File: config.mk
export PLATFORM = sky130hd
export DESIGN_NAME = pci_dma_error_handler
export DESIGN_NICKNAME = d
export VERILOG_FILES = /design/src/rtl/dma_err_pkg.sv /design/src/rtl/err_flag_if.sv /design/src/rtl/err_flag_bank.sv /design/src/rtl/dma_par_check.sv /design/src/rtl/pci_dma_error_handler.sv
export SDC_FILE = /design/constraint.sdc
export NUM_CORES = 1
export LEC_CHECK = 0
export ABC_AREA = 1
export BUFFER_PORTS_ARGS = -buffer_cell sky130_fd_sc_hd__buf_2
export CAP_MARGIN = 15
export CORE_MARGIN = 4
export CORE_UTILIZATION = 33
export DETAILED_ROUTE_END_ITERATION = 16
export SETUP_SLACK_MARGIN = 0.2
export SKIP_CTS_REPAIR_TIMING = 1
export SLEW_MARGIN = 25
export SYNTH_ARGS = -nofsm -noshare
export SYNTH_HDL_FRONTEND = slang
export SYNTH_SLANG_ARGS = --single-unit
File: constraint.sdc
create_clock -name core_clk -period 3.6 [get_ports core_clk]
set_input_delay 0.54 -clock core_clk [delete_from_list [all_inputs] [get_ports core_clk]]
set_output_delay 0.54 -clock core_clk [all_outputs]
set_load 0.02 [all_outputs]
File: src/rtl/dma_err_pkg.sv
// Purpose: Shared constants and types for the DMA error handler.
// Assumes: One core clock, synchronous active-low reset.
// Notes:   Flag bit positions double as write-one-to-clear positions.
package dma_err_pkg;
	localparam int          FLAG_W      = 6;
	localparam int          F_DPE       = 0;
	localparam int          F_MEMORY_ERROR_FLAG      = 1;
	localparam int          F_CORRECTABLE_READ_FLAG      = 2;
	localparam int          F_UNCORRECTABLE_READ_FLAG      = 3;
	localparam int          F_INVALID_MAP_ENTRY_FLAG      = 4;
	localparam int          F_LOST      = 5;
	localparam int          PCI_AW      = 32;
	localparam int          HOST_AW     = 34;
	localparam int          WB_ENTRIES  = 2;
	localparam int          PERR_DELAY  = 2;
	localparam int          SB_UNCORR   = 0;
	localparam int          SB_CORR     = 1;
	localparam int          CMD_WR_BIT  = 0;
	localparam logic [1:0]  ACK_DMA_ERR = 2'h3;
	localparam logic [1:0]  ACK_MAP_ERR = 2'h2;
	localparam logic [5:0]  FLAGS_RST   = 6'h00;
	localparam logic [31:0] PCI_ERROR_ADDRESS_REG_RST    = 32'h0000_0000;
	localparam logic [33:0] HOST_BUS_ERROR_ADDRESS_REG_RST    = 34'h0_0000_0000;

	typedef logic [FLAG_W-1:0] flag_vec_t;

	typedef enum logic [2:0] {
		TS_IDLE  = 3'b001,
		TS_READ  = 3'b010,
		TS_WRITE = 3'b100
	} txn_state_t;
endpackage : dma_err_pkg

File: src/rtl/err_flag_if.sv
// Purpose: Carries flag set, clear and state between handler and bank.
// Assumes: Set and clear are one-cycle vectors in the core clock domain.
// Notes:   The bank owns the flags; the handler only requests changes.
`timescale 1ns/1ps
`default_nettype none
interface err_flag_if;
	import dma_err_pkg::*;
	flag_vec_t set_vec;
	flag_vec_t clr_vec;
	flag_vec_t flags;
	modport bank (input set_vec, input clr_vec, output flags);
	modport user (output set_vec, output clr_vec, input flags);
endinterface : err_flag_if
`default_nettype wire

File: src/rtl/err_flag_bank.sv
// Purpose: Sticky error flags with write-one-to-clear.
// Assumes: Requests arrive through err_flag_if.
// Notes:   A set in the same cycle as its clear wins.
`timescale 1ns/1ps
`default_nettype none
module err_flag_bank (
	input wire logic   core_clk,
	input wire logic   rst_n,
	err_flag_if.bank   fl
);
	import dma_err_pkg::*;

	flag_vec_t flags_reg;
	flag_vec_t flags_next;

	genvar i;
	generate
		for (i = 0; i < FLAG_W; i++) begin : g_flag
			always_comb begin
				flags_next[i] = (flags_reg[i] & ~fl.clr_vec[i]) | fl.set_vec[i];
			end
		end
	endgenerate

	always_ff @(posedge core_clk) begin
		if (!rst_n) begin
			flags_reg <= FLAGS_RST;
		end else begin
			flags_reg <= flags_next;
		end
	end

	assign fl.flags = flags_reg;
endmodule : err_flag_bank
`default_nettype wire

File: src/rtl/dma_par_check.sv
// Purpose: PCI parity compare and delayed PERR# drive.
// Assumes: PAR is presented aligned with the AD and C/BE# it covers.
// Notes:   The pin output is active low; enable is high while driving.
`timescale 1ns/1ps
`default_nettype none
module dma_par_check (
	input  wire logic              core_clk,
	input  wire logic              rst_n,
	input  wire logic [31:0]       pci_ad,
	input  wire logic [3:0]        pci_cbe_n,
	input  wire logic              pci_par,
	input  wire logic              data_err,
	output wire logic              mismatch,
	output var  logic              perr_n_o,
	output var  logic              perr_oe
);
	import dma_err_pkg::*;

	logic [PERR_DELAY-2:0] pipe_reg;
	logic [PERR_DELAY-2:0] pipe_next;
	logic                  perr_n_next;
	logic                  perr_oe_next;

	// Even parity: the XOR of all covered lines and PAR must be zero.
	assign mismatch = ^{pci_ad, pci_cbe_n, pci_par};

	always_comb begin
		pipe_next    = pipe_reg;
		pipe_next[0] = data_err;
		for (int k = 1; k < PERR_DELAY - 1; k++) begin
			pipe_next[k] = pipe_reg[k-1];
		end
		perr_n_next  = ~pipe_reg[PERR_DELAY-2];
		perr_oe_next = pipe_reg[PERR_DELAY-2];
	end

	always_ff @(posedge core_clk) begin
		if (!rst_n) begin
			pipe_reg <= '0;
			perr_n_o <= 1'b1;
			perr_oe  <= 1'b0;
		end else begin
			pipe_reg <= pipe_next;
			perr_n_o <= perr_n_next;
			perr_oe  <= perr_oe_next;
		end
	end
endmodule : dma_par_check
`default_nettype wire

File: src/rtl/pci_dma_error_handler.sv
// Purpose: Error detection and reporting for PCI-initiated DMA.
// Assumes: All inputs synchronous to core_clk (25 MHz).
// Notes:   Error logging is frozen while any error flag other than the lost flag is set.
`timescale 1ns/1ps
`default_nettype none
module pci_dma_error_handler #(
	parameter int WB_N = dma_err_pkg::WB_ENTRIES
) (
	input  wire logic                         core_clk,
	input  wire logic                         rst_n,
	input  wire logic                         addr_valid,
	input  wire logic                         addr_hit,
	input  wire logic [31:0]                  pci_ad,
	input  wire logic [3:0]                   pci_cbe_n,
	input  wire logic                         pci_par,
	input  wire logic                         data_valid,
	input  wire logic                         txn_end,
	input  wire logic [$clog2(WB_N)-1:0]      wr_entry,
	input  wire logic                         hb_done,
	input  wire logic [1:0]                   dma_cycle_ack,
	input  wire logic                         hb_map_read,
	input  wire logic                         hb_for_read,
	input  wire logic                         hb_needed,
	input  wire logic [$clog2(WB_N)-1:0]      hb_entry,
	input  wire logic [dma_err_pkg::HOST_AW-1:0] hb_addr,
	input  wire logic                         lw_valid,
	input  wire logic [1:0]                   datapath_error_sideband,
	input  wire logic                         lw_to_pci,
	input  wire logic                         lw_for_read,
	input  wire logic                         lw_rmw,
	input  wire logic [$clog2(WB_N)-1:0]      lw_entry,
	input  wire logic [dma_err_pkg::HOST_AW-1:0] lw_addr,
	input  wire logic                         map_invalid,
	input  wire logic                         map_for_read,
	input  wire logic [$clog2(WB_N)-1:0]      map_entry,
	input  wire logic                         correctable_report_disable,
	input  wire logic                         flag_clear_strobe,
	input  wire logic [dma_err_pkg::FLAG_W-1:0] flag_clear_bits,
	output var  logic                         dma_claim,
	output var  logic                         target_abort,
	output var  logic [WB_N-1:0]              wb_discard,
	output var  logic                         perr_n_o,
	output var  logic                         perr_oe,
	output var  logic [dma_err_pkg::FLAG_W-1:0] diag_control_status_reg,
	output var  logic [dma_err_pkg::PCI_AW-1:0] pci_error_address_reg,
	output var  logic [dma_err_pkg::HOST_AW-1:0] host_bus_error_address_reg,
	output var  logic                         error_regs_locked,
	output var  logic                         cpu_error_interrupt
);
	import dma_err_pkg::*;

	err_flag_if fl ();

	txn_state_t          st_reg, st_next;
	logic [PCI_AW-1:0]   start_reg, start_next;
	logic [PCI_AW-1:0]   pci_error_address_reg_next;
	logic [HOST_AW-1:0]  host_bus_error_address_reg_next;
	logic                claim_next, abort_next, irq_next, lock_next;
	logic [WB_N-1:0]     discard_next;
	flag_vec_t           set_vec, clr_vec, flags_next;
	logic                mismatch, locked;
	logic                ev_dpe, ev_mem, ev_cor, ev_unc, ev_map, ev_any;
	logic                lw_ok, addr_perr;

	dma_par_check u_par (
		.core_clk (core_clk),
		.rst_n    (rst_n),
		.pci_ad   (pci_ad),
		.pci_cbe_n(pci_cbe_n),
		.pci_par  (pci_par),
		.data_err (ev_dpe),
		.mismatch (mismatch),
		.perr_n_o (perr_n_o),
		.perr_oe  (perr_oe)
	);

	err_flag_bank u_bank (
		.core_clk(core_clk),
		.rst_n   (rst_n),
		.fl      (fl.bank)
	);

	// The whole log is one lock; the lost flag alone does not hold it.
	assign locked    = |fl.flags[F_INVALID_MAP_ENTRY_FLAG:F_DPE];
	assign addr_perr = addr_valid & mismatch;

	// Read data parity is never checked here; the master owns it.
	always_comb begin
		ev_dpe = data_valid & (st_reg == TS_WRITE) & mismatch;
		ev_mem = hb_done & hb_needed &
			(hb_map_read ? (dma_cycle_ack == ACK_MAP_ERR)
			             : (dma_cycle_ack == ACK_DMA_ERR));
		lw_ok  = lw_valid & lw_to_pci & ~lw_rmw;
		ev_cor = lw_ok & datapath_error_sideband[SB_CORR] &
			~correctable_report_disable;
		ev_unc = lw_ok & datapath_error_sideband[SB_UNCORR];
		ev_map = map_invalid;
		ev_any = ev_dpe | ev_mem | ev_cor | ev_unc | ev_map;
	end

	always_comb begin
		st_next    = st_reg;
		start_next = start_reg;
		claim_next = 1'b0;
		unique case (st_reg)
			TS_IDLE: begin
				if (addr_valid && addr_hit && !addr_perr) begin
					claim_next = 1'b1;
					start_next = pci_ad;
					st_next    = pci_cbe_n[CMD_WR_BIT] ? TS_WRITE : TS_READ;
				end
			end
			TS_READ, TS_WRITE: begin
				if (txn_end) begin
					st_next = TS_IDLE;
				end
			end
		endcase
	end

	always_comb begin
		abort_next = (st_reg == TS_READ) &
			((ev_mem & hb_for_read) | (ev_unc & lw_for_read) |
			 (ev_map & map_for_read));
		discard_next = '0;
		for (int e = 0; e < WB_N; e++) begin
			discard_next[e] =
				(ev_dpe & (wr_entry == e[$clog2(WB_N)-1:0])) |
				(ev_mem & ~hb_for_read &
				 (hb_entry == e[$clog2(WB_N)-1:0])) |
				(ev_unc & ~lw_for_read &
				 (lw_entry == e[$clog2(WB_N)-1:0])) |
				(ev_map & ~map_for_read &
				 (map_entry == e[$clog2(WB_N)-1:0]));
		end
	end

	always_comb begin
		set_vec   = '0;
		pci_error_address_reg_next = pci_error_address_reg;
		host_bus_error_address_reg_next = host_bus_error_address_reg;
		if (locked) begin
			set_vec[F_LOST] = ev_any;
		end else begin
			set_vec[F_DPE]  = ev_dpe;
			set_vec[F_MEMORY_ERROR_FLAG] = ev_mem;
			set_vec[F_CORRECTABLE_READ_FLAG] = ev_cor;
			set_vec[F_UNCORRECTABLE_READ_FLAG] = ev_unc;
			set_vec[F_INVALID_MAP_ENTRY_FLAG] = ev_map;
			if (ev_dpe || ev_map) begin
				pci_error_address_reg_next = start_reg;
			end
			// map cycle error logs host address
			if (ev_mem) begin
				host_bus_error_address_reg_next = hb_addr;
			end else if (ev_cor || ev_unc) begin
				host_bus_error_address_reg_next = lw_addr;
			end
		end
		clr_vec    = flag_clear_strobe ? flag_clear_bits : '0;
		flags_next = (fl.flags & ~clr_vec) | set_vec;
		lock_next  = |flags_next[F_INVALID_MAP_ENTRY_FLAG:F_DPE];
		irq_next   = |flags_next;
	end

	assign fl.set_vec = set_vec;
	assign fl.clr_vec = clr_vec;

	always_ff @(posedge core_clk) begin
		if (!rst_n) begin
			st_reg                     <= TS_IDLE;
			start_reg                  <= PCI_ERROR_ADDRESS_REG_RST;
			dma_claim                  <= 1'b0;
			target_abort               <= 1'b0;
			wb_discard                 <= '0;
			diag_control_status_reg    <= FLAGS_RST;
			pci_error_address_reg      <= PCI_ERROR_ADDRESS_REG_RST;
			host_bus_error_address_reg <= HOST_BUS_ERROR_ADDRESS_REG_RST;
			error_regs_locked          <= 1'b0;
			cpu_error_interrupt        <= 1'b0;
		end else begin
			st_reg                     <= st_next;
			start_reg                  <= start_next;
			dma_claim                  <= claim_next;
			target_abort               <= abort_next;
			wb_discard                 <= discard_next;
			diag_control_status_reg    <= flags_next;
			pci_error_address_reg      <= pci_error_address_reg_next;
			host_bus_error_address_reg <= host_bus_error_address_reg_next;
			error_regs_locked          <= lock_next;
			cpu_error_interrupt        <= irq_next;
		end
	end
endmodule : pci_dma_error_handler
`default_nettype wire

==> flow_metrics.env <==
export IMPL_status="finished, final reports clean"
export IMPL_grt_pass1_vias=5402
export IMPL_fin_crit_sh_pct=68.1
export IMPL_ys_ff_latch=116
export IMPL_syn_inst=823
export IMPL_maxCapViolCount=0
export IMPL_timing_worst_setup_path_type="in -> reg"
export IMPL_dr_total_vias=5596
export IMPL_die_area_um2=19300
export IMPL_dp_cells=1227
export IMPL_rsz0062_at_grt="false"
export IMPL_die_x_um=139
export IMPL_fillers=1769
export IMPL_vdd_ir_drop_max_mv=0.302
export IMPL_syn_cell_area_um2=5660
export IMPL_p_leak_nw=3.80
export IMPL_required_ns=3.92
export IMPL_drive_above_1_share_pct=30.6
export IMPL_ios=217
export IMPL_worstSkewPairLatency_ns=0.42
export IMPL_drv_slew=0
export IMPL_grt_use_total_pct=16.5
export IMPL_cp_max_fo=34
export IMPL_ys_seq_area_share_pct=41.0
export IMPL_htree_levels=4
export IMPL_met2_usage_pct=26.9
export IMPL_power_density_nw_per_um2=521
export IMPL_fmax_mhz=408
export IMPL_routed_via_density=4.44
export IMPL_layout_min_cycle_time_ns=2.45
export IMPL_yosys_top_cells_area="dfxtp_1 41%, nand2_1 21%, nor2_1 5.3%"
export IMPL_critPathArrivalTime_ns=2.78
export IMPL_ys_types=34
export IMPL_drtIter0Drc=171
export IMPL_antenna_found_initial=2
export IMPL_grt_use_met3_pct=6.24
export IMPL_power_mw=3.84
export IMPL_dp_worst_setup_slack_ns=0.676
export IMPL_slew_headroom_pct=45.7
export IMPL_ys_warn_count=0
export IMPL_cts_buffer_depth=2
export IMPL_cts_buffers=17
export IMPL_drt_pass1_iterations=4
export IMPL_grt_max_degree=69
export IMPL_start_util_pct=33.9
export IMPL_tightest_slew_ns=0.815
export IMPL_avgSynthCellArea_um2=6.87
export IMPL_synth_top_area_share_pct=41.0
export IMPL_syn_nets=960
export IMPL_whs_ns=0.384
export IMPL_port_buffers=216
export IMPL_hold_viol=0
export IMPL_clkTransAtPathRegs_ns=0.06
export IMPL_drc=0
export IMPL_cts_num_sinks=116
export IMPL_setup_viol_count_final=0
export IMPL_largest_register_ffs=34
export IMPL_cts_tree="yes"
export IMPL_gp_congestion=0.790
export IMPL_drt_total_wl_um=16200
export IMPL_synth_top_area_cell="dfxtp_1"
export IMPL_routedWlPerCell_um=12.8
export IMPL_crit_path_start_kind="primary input"
export IMPL_area_delta_synth_final_pct=30.4
export IMPL_hpwlAfterDp_um=11800
export IMPL_core_area_um2=16700
export IMPL_grt_ovfl_total=0
export IMPL_use_met1_pct=19.8
export IMPL_detail_route_antenna_nets=0
export IMPL_final_cells=1260
export IMPL_clock_skew_ns=0.00998
export IMPL_layout_setup_ws_ns=1.15
export IMPL_setup_tns_ns=0
export IMPL_grt_first_pass_wirelength_um=26000
export IMPL_die_h_um=139
export IMPL_cp_end_kind="flip-flop"
export IMPL_busiest_layer="met2"
export IMPL_core_rowCount=47
export IMPL_root_buffer="clkbuf_16"
export IMPL_fin_nets=1163
export IMPL_min_path_type="in -> reg"
## synth_stat cells
master,instances
xor2_1,8
a21oi_2,25
xor2_2,1
nand2_1,319
nor3_1,7
nand3_2,2
buf_12,2
a21oi_1,17
o211ai_1,1
nand3b_1,1
buf_2,7
clkbuf_1,19
and3_1,1
dlygate4sd1_1,2
buf_4,3
nor3b_1,1
o21ai_0,35
nand2_2,26
nand3_1,8
inv_1,72
buf_6,4
nand2_8,1
nand2_4,3
nand3_4,3
clkinv_1,1
xnor2_1,10
a221oi_1,1
dfxtp_1,116
a31oi_1,34
nand4_1,4
inv_2,7
o21a_1,1
inv_4,1
nor2_1,80
## layout by cell type, fill, tap and decap left out, types with 8 or more instances in the layout
cell       netlist  routed
nand3_1          8       8
xnor2_1         10      10
a31oi_1         34      34
xor2_1           8       8
a21oi_2         25      25
o21ai_0         35      35
inv_1           72      72
buf_2            7     216
a21oi_1         17      17
dfxtp_1        116     116
nor2_1          80      80
nand2_2         26      26
clkbuf_16        0      17
nand2_1        319     319
## cells by family (layout without fill, tap and decap cells)
kind of cell	count (synthesis)	after routing	synth area share [%]
other	0	1	0
AND/OR/NAND/NOR	456	456	33.7
AO/OA/AOI/OAI	114	114	12.6
flip-flops	116	116	41.0
buffers and inverters	118	334	9.51
XOR/XNOR	19	19	3.07
## critical path: stages
cell     delay [ns]
buf_2          0.12
nand2_1        0.08
inv_1          0.04
nor2_1         0.16
nand2_1        0.07
nand2_1        0.06
nand2_1        0.04
nand2_1        0.12
inv_2          0.05
nand2_1        0.06
nand3_2        0.10
nand2_2        0.10
nand2_4        0.07
nand2_4        0.07
nand3_4        0.32
inv_4          0.50
nand2_1        0.13
a21oi_2        0.13
## per-stage QoR
step / instance area (um^2) / util, %
after floorplan: 5660 / -
after global placement: 6820 / 40.8
after detailed placement: 6820 / 40.8
after CTS: 7370 / 44.1
after global routing: 7380 / 44.2
final: 7380 / 44.2
## worst paths after layout
check                           cells after the start          startpoint                              to  slack, ns
worst max register to register                      6           st_reg[0]                   start_reg[29]       1.61
worst max-delay path                               18           pci_ad[1]                   start_reg[29]       1.15
worst min-delay path                                3         lw_addr[16]  host_bus_error_address_reg[16]       0.38
worst min register to register                      1  u_par.perr_oe_next                  u_par.perr_n_o       0.40
## routing by layer
| metal | vias to the layer above | share of wire, % | routed length (um) |
|---|---|---|---|
| met5 | - | 0.043 | 7 |
| met4 | 2 | 2.3 | 371 |
| met3 | 25 | 7.4 | 1200 |
| met2 | 170 | 46 | 7470 |
| met1 | 2434 | 44 | 7130 |
| li1 | 2965 | - | - |
## where the power goes
| group | total [mW] | switching, mW | leakage [nW] | internal [mW] |
|---|---|---|---|---|
| sequential | 1.45 | 0.0514 | 0.948 | 1.39 |
| clock | 1.61 | 0.596 | 0.268 | 1.01 |
| combinational | 0.792 | 0.514 | 2.59 | 0.278 |
| total | 3.84 | 1.16 | 3.80 | 2.68 |
## cell type report
type	instances	area (um^2)	area share (%)
Antenna cell	1	2.50	0.0339
Clock buffer	22	444	6.02
Clock inverter	10	109	1.48
Inverter	81	308	4.17
Multi-Input combinational cell	589	2800	37.9
Sequential cell	116	2320	31.5
Tap cell	220	275	3.73
Timing Repair Buffer	221	1120	15.2
Power figures use the tool's default switching activity.
